--- config.mk ---
export PLATFORM = sky130hd
export DESIGN_NAME = isp_program_memory_control
export DESIGN_NICKNAME = d
export VERILOG_FILES = /design/src/hw/isp_pkg.sv /design/src/hw/array_req_if.sv /design/src/hw/isp_unlock_seq.sv /design/src/hw/isp_array_seq.sv /design/src/hw/isp_program_memory_control.sv
export VERILOG_INCLUDE_DIRS = /design/src /design/src/hw
export SDC_FILE = /design/constraint.sdc
export NUM_CORES = 1
export LEC_CHECK = 0
export BUFFER_PORTS_ARGS = -buffer_cell sky130_fd_sc_hd__buf_2
export CORE_UTILIZATION = 57
export DETAILED_ROUTE_END_ITERATION = 6
export GPL_ROUTABILITY_DRIVEN = 0
export PLACE_DENSITY = 0.85
export REMOVE_ABC_BUFFERS = 1
export SYNTH_ARGS = -nofsm -noshare
export SYNTH_HDL_FRONTEND = slang
export SYNTH_SLANG_ARGS = --single-unit
--- constraint.sdc ---
create_clock -name i_clk -period 4.57 [get_ports i_clk]
set_input_delay 0.2285 -clock i_clk [delete_from_list [all_inputs] [get_ports i_clk]]
set_output_delay 0.2285 -clock i_clk [all_outputs]
set_load 0.005 [all_outputs]
--- src/hw/isp_cfg.svh ---
// isp_cfg.svh: register indices, field positions, reset values and codes
// assumes inclusion by the two sequencers and the top isp design module
`ifndef ISP_CFG_SVH
`define ISP_CFG_SVH
// register indices; the bus byte address is four times the index
`define REG_ISP_CONTROL   8'hbf
`define REG_ARRAY_CONTROL 8'hc7
`define REG_ADDR_LOW      8'hc4
`define REG_ADDR_HIGH     8'hc5
`define REG_DATA_BYTE     8'hc6
`define REG_ISP_UNLOCK    8'hf6
`define REG_ISP_STATUS    8'hf8
// isp_control fields
`define ISPC_SOFT_REBOOT  7
`define ISPC_EXTRA_RAM    4
`define ISPC_LOADER_LOC   1
`define ISPC_PROG_EN      0
`define ISPC_STORE_MASK   8'h13
// array_control fields
`define ARRC_BANK         6
`define ARRC_OE           5
`define ARRC_CE           4
`define ARRC_STORE_MASK   8'h7f
// isp_status fields
`define STAT_DONE         3
// reset values
`define RST_BYTE          8'h00
// array operation codes
`define OP_READ           4'h0
`define OP_PROGRAM        4'h1
`define OP_ERASE          4'h2
// unlock keys
`define UNLOCK_KEY1       8'h87
`define UNLOCK_KEY2       8'h59
// cycles the strap synchroniser needs before its output is trusted
`define STRAP_SETTLE      2'h3
`endif

--- src/hw/isp_pkg.sv ---
// isp_pkg.sv: state types of the isp register file and its helpers
// assumes every number comes from isp_cfg.svh
package isp_pkg;
  typedef enum logic [1:0] {st_locked, st_half, st_open} unlock_state_type;
  typedef struct packed {
    unlock_state_type state;
    logic             open;
  } unlock_regs_type;
  typedef enum logic {st_rest, st_busy} seq_state_type;
  typedef struct packed {
    seq_state_type state;
    logic          idle_d;
    logic          prog_mode;
    logic          done;
    logic          rd_done;
    logic          bank;
    logic          oe;
    logic          ce_n;
    logic [3:0]    op;
    logic [15:0]   addr;
    logic [7:0]    wdata;
    logic [7:0]    rdata;
  } seq_regs_type;
  typedef struct packed {
    logic       waitreq;
    logic       reboot;
    logic       done_flag;
    logic       taken;
    logic       loader_boot;
    logic [1:0] settle;
    logic [1:0] strap_m;
    logic [1:0] strap_s;
    logic [7:0] rdata;
    logic [7:0] isp_ctl;
    logic [7:0] arr_ctl;
    logic [7:0] addr_lo;
    logic [7:0] addr_hi;
    logic [7:0] data;
  } top_regs_type;
endpackage

--- src/hw/array_req_if.sv ---
// array_req_if.sv: request and answer between register file and sequencer
// assumes both ends run on the same clock
`timescale 1ns/100ps
interface array_req_if;
  logic        prog_en;
  logic        bank;
  logic        oe;
  logic        ce;
  logic [3:0]  op;
  logic [15:0] addr;
  logic [7:0]  wdata;
  logic        prog_mode;
  logic        busy;
  logic        done;
  logic        rd_done;
  logic [7:0]  rdata;
  modport regs (output prog_en, bank, oe, ce, op, addr, wdata,
                input  prog_mode, busy, done, rd_done, rdata);
  modport seq  (input  prog_en, bank, oe, ce, op, addr, wdata,
                output prog_mode, busy, done, rd_done, rdata);
endinterface

--- src/hw/isp_unlock_seq.sv ---
// isp_unlock_seq.sv: two-key unlock of the isp control register
// assumes i_wr is a one-cycle strobe from the register file, same clock
`timescale 1ns/100ps
`include "isp_cfg.svh"
module isp_unlock_seq (
  input  wire logic       i_clk,   // system clock
  input  wire logic       i_rst,   // async reset, high
  input  wire logic       i_clear, // soft reboot, one cycle
  input  wire logic       i_wr,    // write to the unlock register
  input  wire logic [7:0] i_wdata, // byte written
  output logic            o_open   // control register writable
);
  import isp_pkg::*;
  unlock_regs_type r_r;
  unlock_regs_type r_nxt;
  localparam unlock_regs_type UNLOCK_RST = '{state: st_locked, open: 1'b0};

  // key walk: any other byte closes the write window again
  always_comb begin
    r_nxt = r_r;
    if (i_wr) begin
      unique case (r_r.state)
        st_locked: r_nxt.state = (i_wdata == `UNLOCK_KEY1) ? st_half : st_locked;
        st_half: begin
          if (i_wdata == `UNLOCK_KEY2) r_nxt.state = st_open;
          else if (i_wdata == `UNLOCK_KEY1) r_nxt.state = st_half;
          else r_nxt.state = st_locked;
        end
        st_open: begin
          if (i_wdata != `UNLOCK_KEY1 && i_wdata != `UNLOCK_KEY2) r_nxt.state = st_locked;
        end
      endcase
    end
    if (i_clear) r_nxt.state = st_locked;
    r_nxt.open = (r_nxt.state == st_open);
  end

  always_ff @(posedge i_clk or posedge i_rst) begin
    if (i_rst) r_r <= UNLOCK_RST;
    else r_r <= r_nxt;
  end

  assign o_open = r_r.open;
endmodule

--- src/hw/isp_array_seq.sv ---
// isp_array_seq.sv: programming-mode tracking and array operation timing
// assumes i_idle comes from the processor on the same clock
`timescale 1ns/100ps
`include "isp_cfg.svh"
module isp_array_seq (
  input  wire logic        i_clk,        // system clock
  input  wire logic        i_rst,        // async reset, high
  input  wire logic        i_clear,      // soft reboot, one cycle
  input  wire logic        i_idle,       // processor in idle mode
  input  wire logic [7:0]  i_array_rdata, // byte from the array
  array_req_if.seq         req,          // register side
  output logic             o_array_bank, // 1 loader bank
  output logic [3:0]       o_array_op,   // operation code
  output logic             o_array_oe,   // array output enable field
  output logic             o_array_ce_n, // array chip enable, low
  output logic [15:0]      o_array_addr, // target location
  output logic [7:0]       o_array_wdata // byte to program
);
  import isp_pkg::*;
  seq_regs_type r_r;
  seq_regs_type r_nxt;
  logic         idle_rise;
  logic         idle_fall;
  logic         op_ok;
  localparam seq_regs_type SEQ_RST = '{state: st_rest, ce_n: 1'b1, op: `OP_READ, default: '0};

  always_comb begin
    r_nxt = r_r;
    r_nxt.done = 1'b0;
    r_nxt.rd_done = 1'b0;
    r_nxt.idle_d = i_idle;
    idle_rise = i_idle & ~r_r.idle_d;
    idle_fall = ~i_idle & r_r.idle_d;
    // only the three documented command words start the array
    op_ok = ((req.op == `OP_ERASE || req.op == `OP_PROGRAM) && req.oe) ||
            (req.op == `OP_READ && !req.oe);
    if (!req.prog_en) r_nxt.prog_mode = 1'b0;
    else if (idle_fall) r_nxt.prog_mode = 1'b1;
    unique case (r_r.state)
      st_rest: begin
        if (idle_rise && r_r.prog_mode && req.prog_en && !req.ce && op_ok) begin
          r_nxt.state = st_busy;
          r_nxt.op = req.op;
          r_nxt.bank = req.bank;
          r_nxt.oe = req.oe;
          r_nxt.ce_n = 1'b0;
          r_nxt.addr = req.addr;
          r_nxt.wdata = req.wdata;
        end
      end
      st_busy: begin
        if (!r_r.oe) r_nxt.rdata = i_array_rdata;
        // the wake-up ends the operation; software sizes the idle time
        if (idle_fall || !req.prog_en) begin
          r_nxt.state = st_rest;
          r_nxt.ce_n = 1'b1;
          r_nxt.done = 1'b1;
          r_nxt.rd_done = ~r_r.oe;
        end
      end
    endcase
    if (i_clear) r_nxt = SEQ_RST;
  end

  always_ff @(posedge i_clk or posedge i_rst) begin
    if (i_rst) r_r <= SEQ_RST;
    else r_r <= r_nxt;
  end

  assign req.prog_mode = r_r.prog_mode;
  assign req.busy = (r_r.state == st_busy);
  assign req.done = r_r.done;
  assign req.rd_done = r_r.rd_done;
  assign req.rdata = r_r.rdata;
  assign o_array_bank = r_r.bank;
  assign o_array_op = r_r.op;
  assign o_array_oe = r_r.oe;
  assign o_array_ce_n = r_r.ce_n;
  assign o_array_addr = r_r.addr;
  assign o_array_wdata = r_r.wdata;
endmodule

--- src/hw/isp_program_memory_control.sv ---
// isp_program_memory_control.sv: register file and control of in-system
// programming for the on-chip main and loader code banks.
// assumes an Avalon-MM master on i_clk, a processor idle level on the same
// clock, and boot strap pins that may change at any time.
//
// Summary of operation
// - array_control bit 6 picks the target: 0 main bank, 1 loader bank
// - array_control bits 3:0 are the op code, bit 5 output enable, bit 4 chip enable
// - erase: op 0010, output enable 1, chip enable 0, bank from bit 6
// - program: op 0001, oe 1, ce 0, address and data byte used
// - read: op 0000, oe 0, ce 0; stored byte returns in data register
// - isp_control bit 7 written with bits 1 and 0 set reboots the device
// - isp_control bit 7 reads 1 while forced loader boot is active
// - isp_control bit 4 enables the auxiliary RAM
// - isp_control bit 1 selects where the loader runs
// - with bit 0 set, programming mode starts at wake from idle
// - bit 0 clear makes code memory read-only and blocks all operations
// - after power-on the device boots from the main bank by default
// - both boot straps low at power-up force loader boot
// - straps are sampled at reset; the system keeps them at safe levels
// - isp_control writable only after keys 87h then 59h to isp_unlock
// - high and low address registers form the target location
// - data register carries the byte to program or the byte read
//
// The Avalon-MM slave port is this design's own decision.
`timescale 1ns/100ps
`include "isp_cfg.svh"
module isp_program_memory_control #(
  parameter int ADDR_W = 10                     // byte address width
) (
  input  wire logic              i_clk,              // 40 MHz clock
  input  wire logic              i_rst,              // async reset, high
  input  wire logic [ADDR_W-1:0] i_avs_address,      // byte address
  input  wire logic              i_avs_read,         // read request
  input  wire logic              i_avs_write,        // write request
  input  wire logic [31:0]       i_avs_writedata,    // write data
  input  wire logic [3:0]        i_avs_byteenable,   // byte lanes
  output logic [31:0]            o_avs_readdata,     // read data
  output logic                   o_avs_waitrequest,  // stall
  input  wire logic              i_cpu_idle,         // processor idle
  input  wire logic              i_strap_p26,        // boot strap pin a
  input  wire logic              i_strap_p27,        // boot strap pin b
  input  wire logic [7:0]        i_array_rdata,      // byte from array
  output logic                   o_array_bank,       // target bank
  output logic [3:0]             o_array_op,         // op code
  output logic                   o_array_oe,         // output enable
  output logic                   o_array_ce_n,       // chip enable
  output logic [15:0]            o_array_addr,       // target location
  output logic [7:0]             o_array_wdata,      // program byte
  output logic                   o_program_mode,     // isp mode on
  output logic                   o_soft_reboot,      // reboot pulse
  output logic                   o_extra_ram_enable, // aux RAM on
  output logic                   o_loader_location,  // loader placement
  output logic                   o_boot_from_loader  // forced boot
);
  import isp_pkg::*;

  top_regs_type r_r;
  top_regs_type r_nxt;
  logic         req_v;
  logic         acc;
  logic         wr_ok;
  logic [7:0]   wb;
  logic [7:0]   idx;
  logic [7:0]   rd_mux;
  logic         trig;
  logic         unlock_wr;
  logic         unlocked;
  logic         prog_mode_w;

  localparam top_regs_type TOP_RST = '{
    waitreq:     1'b1,
    isp_ctl:     `RST_BYTE,
    arr_ctl:     `RST_BYTE,
    addr_lo:     `RST_BYTE,
    addr_hi:     `RST_BYTE,
    data:        `RST_BYTE,
    rdata:       `RST_BYTE,
    default:     '0
  };

  // the decode below needs the top register at index f8h
  if (ADDR_W < 10) begin : g_addr_chk
    $error("ADDR_W must be at least 10");
  end

  array_req_if req ();

  // register fields that steer the sequencer
  // bank select drive
  assign req.bank = r_r.arr_ctl[`ARRC_BANK];
  assign req.op = r_r.arr_ctl[3:0];
  assign req.oe = r_r.arr_ctl[`ARRC_OE];
  assign req.ce = r_r.arr_ctl[`ARRC_CE];
  assign req.addr = {r_r.addr_hi, r_r.addr_lo};
  assign req.wdata = r_r.data;
  assign req.prog_en = r_r.isp_ctl[`ISPC_PROG_EN];

  isp_array_seq u_seq (
    .i_clk         (i_clk),
    .i_rst         (i_rst),
    .i_clear       (r_r.reboot),
    .i_idle        (i_cpu_idle),
    .i_array_rdata (i_array_rdata),
    .req           (req.seq),
    .o_array_bank  (o_array_bank),
    .o_array_op    (o_array_op),
    .o_array_oe    (o_array_oe),
    .o_array_ce_n  (o_array_ce_n),
    .o_array_addr  (o_array_addr),
    .o_array_wdata (o_array_wdata)
  );

  isp_unlock_seq u_unlock (
    .i_clk   (i_clk),
    .i_rst   (i_rst),
    .i_clear (r_r.reboot),
    .i_wr    (unlock_wr),
    .i_wdata (wb),
    .o_open  (unlocked)
  );

  assign prog_mode_w = req.prog_mode;

  // bus decode; the request is answered one cycle after it is seen
  always_comb begin
    req_v = i_avs_read | i_avs_write;
    acc = req_v & ~r_r.waitreq;
    wr_ok = acc & i_avs_write & i_avs_byteenable[0];
    wb = i_avs_writedata[7:0];
    idx = i_avs_address[9:2];
    unlock_wr = wr_ok && (idx == `REG_ISP_UNLOCK);
    trig = wr_ok && unlocked && (idx == `REG_ISP_CONTROL) &&
           wb[`ISPC_SOFT_REBOOT] && wb[`ISPC_LOADER_LOC] && wb[`ISPC_PROG_EN];
  end

  // read data mux; unmapped indices read as zero
  always_comb begin
    case (idx)
      `REG_ISP_CONTROL: begin
        rd_mux = {r_r.loader_boot, 2'b00, r_r.isp_ctl[`ISPC_EXTRA_RAM], 2'b00,
                  r_r.isp_ctl[`ISPC_LOADER_LOC], r_r.isp_ctl[`ISPC_PROG_EN]};
      end
      `REG_ARRAY_CONTROL: begin
        rd_mux = {1'b0, r_r.arr_ctl[6:0]};
      end
      `REG_ADDR_LOW: begin
        rd_mux = r_r.addr_lo;
      end
      `REG_ADDR_HIGH: begin
        rd_mux = r_r.addr_hi;
      end
      `REG_DATA_BYTE: begin
        rd_mux = r_r.data;
      end
      `REG_ISP_UNLOCK: begin
        rd_mux = {7'h00, unlocked};
      end
      `REG_ISP_STATUS: begin
        rd_mux = {3'h0, r_r.loader_boot, r_r.done_flag, unlocked, req.busy, prog_mode_w};
      end
      default: begin
        rd_mux = `RST_BYTE;
      end
    endcase
  end

  // next state of the register file
  always_comb begin
    r_nxt = r_r;
    r_nxt.reboot = 1'b0;
    r_nxt.waitreq = ~(req_v & r_r.waitreq);
    // read data is prepared in the cycle that lowers waitrequest
    if (req_v && r_r.waitreq) begin
      r_nxt.rdata = rd_mux;
    end

    // software writes land only at the accepting edge
    if (wr_ok) begin
      case (idx)
        `REG_ISP_CONTROL: begin
          // bits 7, 3, 2 and reserved are not stored
          if (unlocked) begin
            r_nxt.isp_ctl = wb & `ISPC_STORE_MASK;
          end
        end
        `REG_ARRAY_CONTROL: begin
          r_nxt.arr_ctl = wb & `ARRC_STORE_MASK;
        end
        `REG_ADDR_LOW: begin
          r_nxt.addr_lo = wb;
        end
        `REG_ADDR_HIGH: begin
          r_nxt.addr_hi = wb;
        end
        `REG_DATA_BYTE: begin
          r_nxt.data = wb;
        end
        `REG_ISP_STATUS: begin
          if (wb[`STAT_DONE]) r_nxt.done_flag = 1'b0;
        end
        default: begin
          r_nxt.rdata = r_r.rdata;
        end
      endcase
    end

    // hardware updates follow software so that they win a tie
    if (req.done) begin
      r_nxt.done_flag = 1'b1;
    end
    if (req.rd_done) begin
      r_nxt.data = req.rdata;
    end

    // boot strap synchroniser; only the second stage is looked at
    r_nxt.strap_m = {i_strap_p27, i_strap_p26};
    r_nxt.strap_s = r_r.strap_m;
    if (!r_r.taken) begin
      if (r_r.settle != `STRAP_SETTLE) begin
        r_nxt.settle = r_r.settle + 2'h1;
      end else begin
        r_nxt.taken = 1'b1;
        r_nxt.loader_boot = (r_r.strap_s == 2'b00);
      end
    end

    if (trig) begin
      r_nxt.isp_ctl = `RST_BYTE;
      r_nxt.arr_ctl = `RST_BYTE;
      r_nxt.addr_lo = `RST_BYTE;
      r_nxt.addr_hi = `RST_BYTE;
      r_nxt.data = `RST_BYTE;
      r_nxt.done_flag = 1'b0;
      r_nxt.taken = 1'b0;
      r_nxt.settle = 2'h0;
      r_nxt.loader_boot = 1'b0;
      r_nxt.reboot = 1'b1;
    end
  end

  // all register file state in one register; the two sequencers keep their own
  always_ff @(posedge i_clk or posedge i_rst) begin
    if (i_rst) begin
      r_r <= TOP_RST;
    end else begin
      r_r <= r_nxt;
    end
  end

  // outputs straight from state
  assign o_avs_readdata = {24'h000000, r_r.rdata};
  assign o_avs_waitrequest = r_r.waitreq;
  assign o_soft_reboot = r_r.reboot;
  assign o_extra_ram_enable = r_r.isp_ctl[`ISPC_EXTRA_RAM];
  assign o_loader_location = r_r.isp_ctl[`ISPC_LOADER_LOC];
  assign o_boot_from_loader = r_r.loader_boot;
  assign o_program_mode = prog_mode_w;
endmodule

======== Word level (Yosys, flattened, before mapping) ========
Cells that the tools add are included.
storage, ports and cells
  input port bits ......................... 61
  bits in writable memories ............... 0
  bits in latches ......................... 0
  logic and storage cells ................. 157
  memories ................................ 0
  memory bits (read-only) ................. 0
  flip-flop bits (word level) ............. 102
operators by class
  bitwise logic cells ..................... 13
  equality and inequality tests ........... 25
  multiplexer cells ....................... 41
  reductions and logical operators ........ 49
  div/mod/pow operators ................... 0
  magnitude comparators ................... 0
  add/sub/neg operators ................... 1
  multipliers ............................. 0
  shift operators ......................... 0
operators by type and width
  kind                                                                   number
  8-bit 2-to-1 mux                                                       11
  8-bit equality test, second input constant                             8
  8-bit case mux with 7 select lines                                     1
  48-bit 2-to-1 mux                                                      1
  44-bit 2-to-1 mux                                                      1
  37-bit 2-to-1 mux                                                      1
  31-bit 2-to-1 mux                                                      1
  28-bit 2-to-1 mux                                                      1
  2-bit 2-to-1 mux                                                       9
  2-bit AND reduction                                                    9
  2-bit nonzero test                                                     9
  3-bit nonzero test                                                     5
  1-bit logical AND                                                      14
  1-bit 2-to-1 mux                                                       10
  2-bit != test, second input constant                                   5
  8-bit by 7-bit equality test with 1-bit output, second input constant  1
  8-bit by 7-bit != test with 1-bit output, second input constant        1
  8-bit != test, second input constant                                   1
  1-bit AND                                                              6
  6-bit 2-to-1 mux                                                       1
  1-bit inverter                                                         6
  2-bit case mux with 3 select lines                                     1
  3-bit AND reduction                                                    2
  6-bit OR reduction                                                     1
  other kinds (16)                                                       23

======== Depth between registers and ports, before layout ========
Gate-level depths: netlist of run 1.
  depth after elaboration ................. 11
  depth in mapped cells ................... 7

======== Hierarchy ========
Synthesis of run 1 repeated with hierarchy kept, for this count alone.
unflattened totals
  cell total of the unflattened synthesis .. 514
  area total of the unflattened synthesis .. 5444.0 um^2
by module, submodules not included
  module                      area an instance (um^2)  sequential area each (um^2)  times used  cells an instance
  isp_program_memory_control  2860.2                   1327.5                       1           273
  isp_array_seq               2334.7                   1102.3                       1           217
  isp_unlock_seq              249.0                    75.1                         1           24

======== Worst setup path before layout of run 1 ========
No wires, ideal clock.
  path type ............................... register to register
  from .................................... register r_r (netlist bit o_avs_waitrequest)
  to ...................................... register r_r[24] (netlist bit)
  arrival ................................. 1.516 ns
  cell stages (with the launch flop) ...... 7
  path buffers ............................ 2
  setup slack ............................. 2.935 ns
  required time ........................... 4.451 ns
  cells stage by stage .................... dfstp_2 nor2_1 nand3_1 nor2_1 buf_2 buf_4 nor2_1
between the ends
  word-level cells in the longest chain between the ends .. 11
  elaborated cells between the ends (all ways) .. 13
RTL lines
  element                          line                               RTL
  from (decl)                      isp_program_memory_control.sv:58   top_regs_type r_r;
  from (signal assigned)           isp_program_memory_control.sv:247  r_r <= r_nxt;
  1-bit inverter (*)               isp_program_memory_control.sv:128  acc = req_v & ~r_r.waitreq;
  1-bit AND (*)                    isp_program_memory_control.sv:128
  1-bit AND (*) (2 in series)      isp_program_memory_control.sv:129  wr_ok = acc & i_avs_write & i_avs_byteenable[0];
  1-bit logical AND (5 in series)  isp_program_memory_control.sv:133  trig = wr_ok && unlocked && (idx == `REG_ISP_CONTROL) &&
  2-bit nonzero test (no line)     n/a
  2-bit AND reduction (no line)    n/a
Mark *: on every way between the ends. The rest lies on a longest branch, timed or not.
A chain may end at the register's enable or synchronous reset.

======== Worst setup path in the final report of run 1 ========
  from .................................... register r_r (netlist bit o_avs_waitrequest)
  to ...................................... register r_r (netlist bit req.wdata[6])
between the ends
  word-level cells in the longest chain between the ends .. 11
  elaborated cells between the ends (all ways) .. 13
RTL lines
  element                          line
  1-bit inverter (*)               isp_program_memory_control.sv:128
  1-bit AND (*)                    isp_program_memory_control.sv:128
  1-bit AND (*) (2 in series)      isp_program_memory_control.sv:129
  1-bit logical AND (5 in series)  isp_program_memory_control.sv:133
  3-bit nonzero test (no line)     n/a
  2-bit AND reduction (no line)    n/a
Marked as above.

==> key figures, run 1 <==
Run status
  – Status: finished, violations left
  – Violated checks: DRC, hold timing

Floorplanning
  – # IOs: 130
  – Row count: 33
  – Die Wd: around 95 um
  – Core ar.: ~8300 um^2
  – Total die area: 9060 um^2
  – Die Ht: 95.2 um
  – Starting Density: 59.7%

Global route
  – Antenna violations before repair: 0
  – Largest net degree at the start of global routing: 63
  – Overflow after GRT: 0
  – Tot GR Track Use: 25.6%
  – First-pass GRT wire length: 17200 um
  – Vias in the first global route: around 3500

Logic synthesis
  – Synth area leaders: dfrtp_1, mux2i_1, buf_4
  – Cell area after synthesis: approximately 5000 um^2
  – Netlist cell types: 44
  – Post-synth EDFFs: 0
  – Yosys Warn Count: 0
  – Ys flop type: dfrtp_1
  – Synth top area share: 49.5%
  – Async set-reset flop share out of synthesis: between 90% and 100%
  – Most frequent cell after synthesis: dfrtp_1
  – Area leader, netlist: dfrtp_1
  – Synth Register Bits: 100
  – Synthesized area per cell: 11.0 um^2
  – List of most frequent post-synthesis cells: dfrtp_1, nor2_1, mux2i_1
  – Register area share after synthesis: 50.6%
  – Cells after Synth: 452

Timing
  – Hold WS: -0.0205 ns
  – Peak Freq: 398 MHz
  – Sum Neg Setup Slack: 0 ns
  – Hold Fails Final Rpt: 48
  – Clk_skew: ~0.014 ns
  – RSZ-0062 raised after global routing: false
  – Slew of the pin with the lowest slew margin: 1.06 ns
  – Tcrit/Tclk final: between 50% and 60%
  – Slew Viols, Final: 0
  – Period minus WS final: 2.51 ns
  – Final Setup Violations: 0
  – Final Worst Setup Slack: 2.06 ns
  – Slew HR: 29.4%

Clock tree
  – Worst skew pair latency: 0.38 ns
  – H-tree levels: 3
  – CTS tree: yes
  – Inserted Clock Buffers: 9
  – Clk sinks: 100
  – Deepest clock path buffer count: 2
  – Post-CTS Hold Buffers: 2
  – Resize count post-CTS: 0
  – CTS root buffer: clkbuf_8
  – Worst-path clk slew: 0.10 ns
  – Post-CTS Setup Inserts: 0

Power
  – Power Total: around 1.6 mW
  – Worst vdd ir: between 0.2 and 0.3 mV
  – PD cells: 302 nW/um^2
  – Lkg Pwr: 3.07 nW

Worst setup path
  – Worst Path Required: 4.78 ns
  – Crit path max-delay family: simple AND/OR/NAND/NOR gates
  – Worst Setup End Kind: flip-flop
  – Type of the worst setup path: flip-flop to flip-flop
  – CP Cell Sequence: nor2_1 > nand3_1 > nor2_2 > buf_4 > a211oi_1
  – Crit path DAT: between 2 and 3 ns
  – CP peak stage delay: 0.69 ns
  – R2r startpoint: o_avs_waitrequest
  – Crit path max fanout: 20
  – CP startpoint: o_avs_waitrequest
  – Worst Path Buf+Inv: 1
  – Worst setup SP type: flip-flop
  – Slowest cell on the critical path: nor2_2

Route
  – Final WL: 10500 um
  – DRT Pass-1 Iters: 7
  – DRT iter0 DRCs: 261
  – Post-DR wirelength/cell: ~17 um
  – Number of routed nets with antenna violations: 0
  – DRC violation count after routing: 5
  – DR vias: ~3400
  – Vias per inst: 5.74

Cells and area
  – Layout cell share with drive strength beyond 1: 22.8%
  – Final instance count without filler cells: 600
  – Final #Nets: approximately 550
  – ANT cells: 0
  – # fillers: between 600 and 700
  – Area grow syn2layout: 6.82%

Run
  – Count of max-cap constraint violations: 0

Placed design
  – IO buf count: 76
  – Post-Place Setup Slack: 1.92 ns
  – Final HPWL DP: 7190 um
  – Inst Count DP: about 580

Min path
  – Hold/Removal Path Class: input pin to async pin
==> final timing paths <==
path                       cells after the start  slack, ns            endpoint
setup / recovery                               5       2.06        req.wdata[6]
min in group i_clk                             3       0.09  u_seq.req.rdata[2]
max in group asynchronous                      3       3.58  u_seq.o_array_ce_n
hold / removal                                 2      -0.02   o_avs_readdata[6]
setup reg to reg                               5       2.06        req.wdata[6]
hold reg to reg                                0       0.36             r_r[48]
==> metal layers <==
metal	track usage [%]	wire, um
met1	33.5	4330
met3	6.22	725
met5	0	0
met4	10.4	262
met2	41.3	5170
==> cell usage in the layout, fill, tap and decap left out, drive strengths merged, types with 2 or more instances in the layout <==
cell type and n:
dfrtp 98, buf 81, nor2 79, mux2i 68
conb 24, nand2 20, clkbuf 11, o21ai 10
a211oi 9, a21oi 8, inv 8, mux4 7
a22o 7, nand3 6, nand4b 4, nor3 4
nor4 4, nand2b 4, nand4 4, nor2b 3
o31ai 3, a222oi 3, ha 3, nand3b 2
and3b 2, nor3b 2, clkinv 2, bufinv 2
dlygate4sd3 2, dfstp 2, or4b 2
==> power by group <==
part / switching, mW / total, mW / leakage, nW / internal [mW]
logic: 0.0578 / 0.0866 / 1.63 / 0.0288
registers: 0.00824 / 0.905 / 1.33 / 0.897
clock network: 0.296 / 0.603 / 0.103 / 0.307
total: 0.362 / 1.59 / 3.07 / 1.23
==> per-stage QoR <==
step                instance area, um^2  utilization, %
floorplan                          4500               -
global placement                   5060            61.0
detailed placement                 5060            61.0
CTS                                5290            63.7
global route                       5290            63.7
finish                             5290            63.7
==> logic make-up (layout without fill, tap and decap cells) <==
group	count (synthesis)	after routing	synth area share, %
AND/OR/NAND/NOR	141	141	13.8
XOR/XNOR	2	2	0.354
flip-flops	100	100	50.6
buffers and inverters	87	107	11.4
adder cells (fa/ha/maj)	3	3	0.758
other	1	24	0.0757
multiplexers	75	75	16.9
AO/OA/AOI/OAI	43	43	5.99
==> layout make-up <==
cell class	count	area, um^2	area share (%)
clock buffers	11	131	2.48
clock inverters	5	77.6	1.47
inverters	8	32.5	0.615
multi-input cells	288	1970	37.3
flip-flops and latches	100	2500	47.4
well taps	105	131	2.48
repair buffers	83	438	8.28
==> sequential cells by signal, indices dropped and copies added, names as in the netlist, 2 cells and up <==
name                 count
u_seq.o_array_wdata      8
u_seq.o_array_op         4
o_avs_readdata           8
r_r                     30
req.wdata                8
u_seq.o_array_addr      16
u_unlock.r_r             2
u_seq.req.rdata          8
r_nxt                    2
Power figures use the tool's default switching activity.
==> run 2: changes to the inputs <==
- CORE_UTILIZATION: 57 -> 53
- PLACE_DENSITY: 0.85 -> 0.8
- clock period: 4.57 -> 2.35 ns (I/O delays scaled with it)
==> run 2 against run 1 <==
The flow now finishes without violations. Total power grew 84%. Clock-buffer cell count shrank 1. Die area grew 7.4%. Wire length grew 2.9%. First-iteration DRC count shrank 10%. Clock skew shrank 0.0043 ns. Sequential power grew 94%. Critical path depth grew 2. Final cell count grew 2.0%. Global-route usage shrank 2.2 points. Highest routed layer unchanged. Final area grew 1.3%.
==> key figures, run 2 (same netlist as run 1, synthesis figures left out) <==
Run status
  – Status: finished, final reports clean

Cells and area
  – Commonest cells after routing, fill and taps aside: dfrtp_1, nor2_1, buf_2
  – FF/Latch Area: 2500 um^2
  – Largest Register: r_r
  – Layout cell share with drive strength beyond 1: ~24%
  – # fillers: 742
  – Commonest non-fill, non-tap cell in the layout: dfrtp_1
  – Final instance count without filler cells: 612
  – Final Util: 60.2%
  – ANT cells: 0
  – Max reg flops: 30
  – Final #Nets: 563
  – Post-route cell area: 5360 um^2
  – Area grow syn2layout: 8.16%
  – Multi-input combinational cell area: 1970 um^2

Worst setup path
  – Worst setup SP type: flip-flop
  – Slowest cell on the critical path: dfrtp_1
  – Crit path DAT: 2.12 ns
  – Type of the worst setup path: flip-flop to flip-flop
  – CP peak stage delay: 0.40 ns
  – Reg2reg path depth: 7
  – CP Cell Sequence: inv_1 > ha_1 > nand3b_1 > nor4_1 > a211oi_1 > o31ai_1 > nor2b_1
  – Worst Path Required: 2.64 ns
  – Worst Path Buf+Inv: 1
  – Crit path max fanout: 4
  – Critical Path Stages: 7
  – Crit path max-delay family: simple AND/OR/NAND/NOR gates
  – Worst Setup End Kind: flip-flop

Placed design
  – Inst Count DP: around 590
  – Placed Area: 5150 um^2
  – IO buf count: 76
  – Final HPWL DP: ~7600 um

Clock tree
  – Worst skew pair latency: 0.36 ns
  – Inserted Clock Buffers: 9
  – H-tree levels: 3
  – CTS root buffer: clkbuf_8
  – Clk sinks: 100
  – CTS tree: yes
  – Resize count post-CTS: 0
  – Post-CTS Setup Inserts: 0
  – Deepest clock path buffer count: 2
  – Worst-path clk slew: about 0.1 ns

Global route
  – Vias in the first global route: 3493
  – Antenna violations before repair: 0
  – Tot GR Track Use: 23.4%
  – Largest net degree at the start of global routing: 67
  – First-pass GRT wire length: 17500 um
  – Overflow after GRT: 0

Route
  – Vias per inst: 5.64
  – Number of routed nets with antenna violations: 0
  – DRT iter0 DRCs: ~230
  – Final WL: between 10000 and 15000 um
  – Post-DR wirelength/cell: 17.6 um
  – DRT Pass-1 Iters: 6
  – DR vias: 3449
  – DRC violation count after routing: 0

Power
  – Power Total: ~2.9 mW
  – Lkg Pwr: 3.11 nW
  – PD cells: 547 nW/um^2
  – Worst vdd ir: 0.361 mV

Floorplanning
  – # IOs: 130
  – Starting Density: 55.7%
  – Die Ht: 98.7 um
  – Row count: 34
  – Die Wd: 98.7 um
  – Total die area: 9730 um^2
  – Core ar.: 8890 um^2

Timing
  – Slew of the pin with the lowest slew margin: 0.707 ns
  – RSZ-0062 raised after global routing: false
  – Peak Freq: 547 MHz
  – Final Setup Violations: 0
  – Hold Fails Final Rpt: 0
  – Tcrit/Tclk final: 77.8%
  – Period minus WS final: between 1.5 and 2 ns
  – Slew Viols, Final: 0
  – Hold WS: between 0.004 and 0.005 ns
  – Clk_skew: around 0.0098 ns
  – Slew HR: 52.8%

Min path
  – Hold Path Depth: 3
  – Hold/Removal Path Class: input pin to flip-flop

Run
  – Count of max-cap constraint violations: 0
run 2: changes by cell type in the layout (fill, tap and decap cells not counted), moves of 2 or more:
cell	previous run	this run
buf_4	5	11
bufinv_16	2	0
clkbuf_1	2	0
buf_12	0	2
run 2: worst paths after layout:
kind                            slack (ns)        startpoint                  to
worst max register to register        0.52   u_unlock.r_r[1]     u_unlock.r_r[1]
worst max-delay path                  0.52   u_unlock.r_r[1]     u_unlock.r_r[1]
min in group asynchronous             0.30             i_rst  u_seq.o_array_bank
worst min register to register        0.35         r_nxt[48]             r_r[48]
worst min-delay path                 0.005  i_array_rdata[6]  u_seq.req.rdata[6]
max in group asynchronous             1.32             i_rst  u_seq.o_array_ce_n
run 2: final cells by class:
| type | count | share of cell area [%] |
|---|---|---|
| Multi-Input combinational cell | 288 | 36.8 |
| Inverter | 8 | 0.607 |
| Clock buffer | 10 | 2.57 |
| Sequential cell | 100 | 46.8 |
| Clock inverter | 6 | 0.724 |
| Tap cell | 108 | 2.52 |
| Timing Repair Buffer | 92 | 9.95 |
run 2: routing by layer:
| layer | share of wire [%] | vias to the layer above | track usage [%] |
|---|---|---|---|
| met3 | 6.5 | 24 | 5.18 |
| met4 | 2.4 | 0 | 9.64 |
| met1 | 42 | 1695 | 30.2 |
| met2 | 49 | 152 | 38.6 |
| li1 | - | 1578 | - |
| met5 | 0 | - | 0 |
run 2: per-stage QoR:
stage	setup slack, ns	TNS (ns)
CTS	0.555	0
global placement	0.593	0
floorplan	-0.383	-42.68
detailed placement	0.560	0
global route	0.397	0
finish	0.522	0
run 2: worst register-to-register path: stages, from the launching register on:
cell and delay [ns]:
dfrtp_1 0.40, inv_1 0.06, ha_1 0.34, nand3b_1 0.22
nor4_1 0.36, a211oi_1 0.09, o31ai_1 0.11, nor2b_1 0.17
run 2: timing repair:
item,CTS,global route
setup endpoints to repair,0,0
hold buffers,3,0
hold endpoints to repair,35,0
run 2: power breakdown:
group	internal [mW]	switching [mW]	total, mW
Combinational	0.0628	0.114	0.177
Clock	0.412	0.578	0.990
Sequential	1.74	0.0162	1.76
Total	2.22	0.709	2.93
==> run 3: changes to the inputs <==
- ABC_AREA: unset -> 1
- CORE_UTILIZATION: 53 -> 48
- PLACE_DENSITY: 0.8 -> 0.76
- clock period: 2.35 -> 1.45 ns (I/O delays scaled with it)
==> run 3 against run 2 <==
The run now ends with setup timing left. Final cell count increased by 47%. Synthesized cell count is 50% higher. Clock skew up 0.0046 ns. Critical endpoint is now u_seq.o_array_oe. Largest cell class unchanged.
==> key figures, run 3 <==
Run status
  – Violated checks: setup timing
  – Status: finished, violations left

Floorplanning
  – Core ar.: roughly 10000 um^2
  – Die Wd: about 110 um
  – # IOs: 130
  – Row count: 37
  – Die Ht: 106 um
  – Starting Density: between 40% and 50%
  – Total die area: 11300 um^2

Global route
  – Overflow after GRT: 0
  – Tot GR Track Use: 23.1%
  – Vias in the first global route: 4351
  – First-pass GRT wire length: 20300 um
  – Largest net degree at the start of global routing: 46
  – Antenna violations before repair: 0

Logic synthesis
  – Register area share after synthesis: around 48%
  – Most frequent cell after synthesis: nand2_1
  – Post-synth EDFFs: 0
  – Cell area after synthesis: around 5200 um^2
  – Netlist cell types: 27
  – Synth top area share: 47.1%
  – Synth area leaders: dfrtp_1, nand2_1, buf_4
  – Yosys Warn Count: 0
  – Ys flop type: dfrtp_1
  – Synthesized area per cell: roughly 7.7 um^2
  – Synth Register Bits: 100
  – Async set-reset flop share out of synthesis: 100%
  – Cells after Synth: 679
  – Area leader, netlist: dfrtp_1
  – List of most frequent post-synthesis cells: nand2_1, dfrtp_1, nand3_1

Cells and area
  – Multi-input combinational cell area: 2140 um^2
  – Area grow syn2layout: 18.9%
  – Final #Nets: between 800 and 900
  – FF/Latch Area: 2510 um^2
  – Layout cell share with drive strength beyond 1: 23.9%
  – Final instance count without filler cells: around 900
  – Commonest cells after routing, fill and taps aside: nand2_1, dfrtp_1, nand3_1
  – ANT cells: 0
  – Largest Register: r_r
  – Final Util: 59.4%
  – Post-route cell area: 6180 um^2
  – Commonest non-fill, non-tap cell in the layout: nand2_1
  – # fillers: between 900 and 1000
  – Max reg flops: 30

Worst setup path
  – Crit path max fanout: 7
  – Worst Path Required: 1.76 ns
  – Crit path DAT: about 1.8 ns
  – Worst setup SP type: flip-flop
  – Type of the worst setup path: flip-flop to flip-flop
  – CP peak stage delay: 0.42 ns
  – CP Cell Sequence: nor2_1 > nand3_1 > nor2_1 > o211ai_2 > nor2_4 > buf_12 > nand2_1 > nand2_1
  – R2R setup slack: -0.08 ns
  – Slowest cell on the critical path: dfrtp_1
  – Worst Setup End Kind: flip-flop
  – Reg2reg path depth: 8

Timing
  – Clk_skew: roughly 0.014 ns
  – Tcrit/Tclk final: 105%
  – Slew Viols, Final: 0
  – Peak Freq: about 660 MHz
  – RSZ-0062 raised after global routing: true
  – Hold Fails Final Rpt: 0
  – Period minus WS final: 1.53 ns
  – Final Setup Violations: 28
  – Final Worst Setup Slack: -0.0761 ns

Run
  – Count of max-cap constraint violations: 0

Min path
  – Hold/Removal Path Class: input pin to flip-flop
  – Hold Path Depth: 3

Clock tree
  – Worst-path clk slew: around 0.09 ns
  – Inserted Clock Buffers: 9
  – Deepest clock path buffer count: 2
  – CTS tree: yes
  – H-tree levels: 3
  – CTS root buffer: clkbuf_8
  – Worst skew pair latency: roughly 0.37 ns
  – Clk sinks: 100

Route
  – Number of routed nets with antenna violations: 0
  – DRT Pass-1 Iters: 5
  – DRT iter0 DRCs: ~360
  – Final WL: 12600 um
  – DRC violation count after routing: 0
  – Vias per inst: 5.09
  – DR vias: 4568
  – Post-DR wirelength/cell: around 14 um

Power
  – Worst vdd ir: 0.523 mV
  – Power Total: 5.06 mW
  – Lkg Pwr: about 3.7 nW
  – PD cells: 818 nW/um^2

Placed design
  – Final HPWL DP: between 8000 and 9000 um
  – Inst Count DP: 861
  – IO buf count: 76
  – Placed Area: 5550 um^2
[run 3: what timing repair did]
action,4_1_cts,5_1_grt
cloned,0,4
endpoints found under the hold margin,62,0
setup endpoints to repair,40,69
resized for setup,3,56
hold buffers,12,0
pin swaps,1,9
buffers inserted,1,4
[run 3: power by group]
part / internal (mW) / total, mW / switching, mW / leakage [nW]
clock: 0.898 / 1.84 / 0.944 / 0.0998
combinational: 0.133 / 0.365 / 0.232 / 2.26
sequential: 2.82 / 2.85 / 0.0284 / 1.30
[run 3: area by class of cell]
| class | count | share of cell area, % |
|---|---|---|
| Clock inverter | 3 | 0.749 |
| Multi-Input combinational cell | 452 | 34.6 |
| Sequential cell | 100 | 40.5 |
| Tap cell | 136 | 2.75 |
| Clock buffer | 13 | 2.57 |
| Timing Repair Buffer | 123 | 14.4 |
| Inverter | 71 | 4.35 |
[run 3: path summary, 6_finish.rpt]
path,startpoint,end
setup / recovery,u_seq.r_r[42],u_seq.o_array_oe
hold reg to reg,r_nxt[49],r_r[49]
min in group asynchronous,i_rst,u_seq.o_array_addr[14]
hold / removal,i_avs_read,o_avs_waitrequest
setup reg to reg,u_seq.r_r[42],u_seq.o_array_oe
max in group asynchronous,i_rst,o_avs_waitrequest
[run 3: cell families after synthesis]
group           synth area share (%)
compound gates                  4.59
fa+ha+maj                      0.722
buf+inv                         15.8
flops                           48.2
other cells                   0.0721
simple gates                    30.6
[run 3: routing by layer]
metal	vias to the layer above	track usage [%]	share of wire (%)
met5	-	0	0
met4	0	11.6	4.5
met3	55	5.70	6.6
met2	205	36.7	47
met1	2115	29.3	42
li1	2193	-	-
[run 3: critical path: cells and delay by family, from the launching register on]
family / cells / cell delay [ns]
simple gates: 6 / 0.74
flops: 1 / 0.42
buf+inv: 1 / 0.19
compound gates: 1 / 0.12
[run 3: stage by stage]
stage	hold WS (ns)	worst slack [ns]	TNS, ns
final	0.0287	-0.0761	-1.26
after global routing	0.0208	-0.124	-3.16
after CTS	0.00830	-0.0153	-0.0153
after detailed placement	0.0721	-0.131	-3.31
after global placement	0.0700	-0.0890	-1.13
after floorplan	0.104	-1.24	-134.96
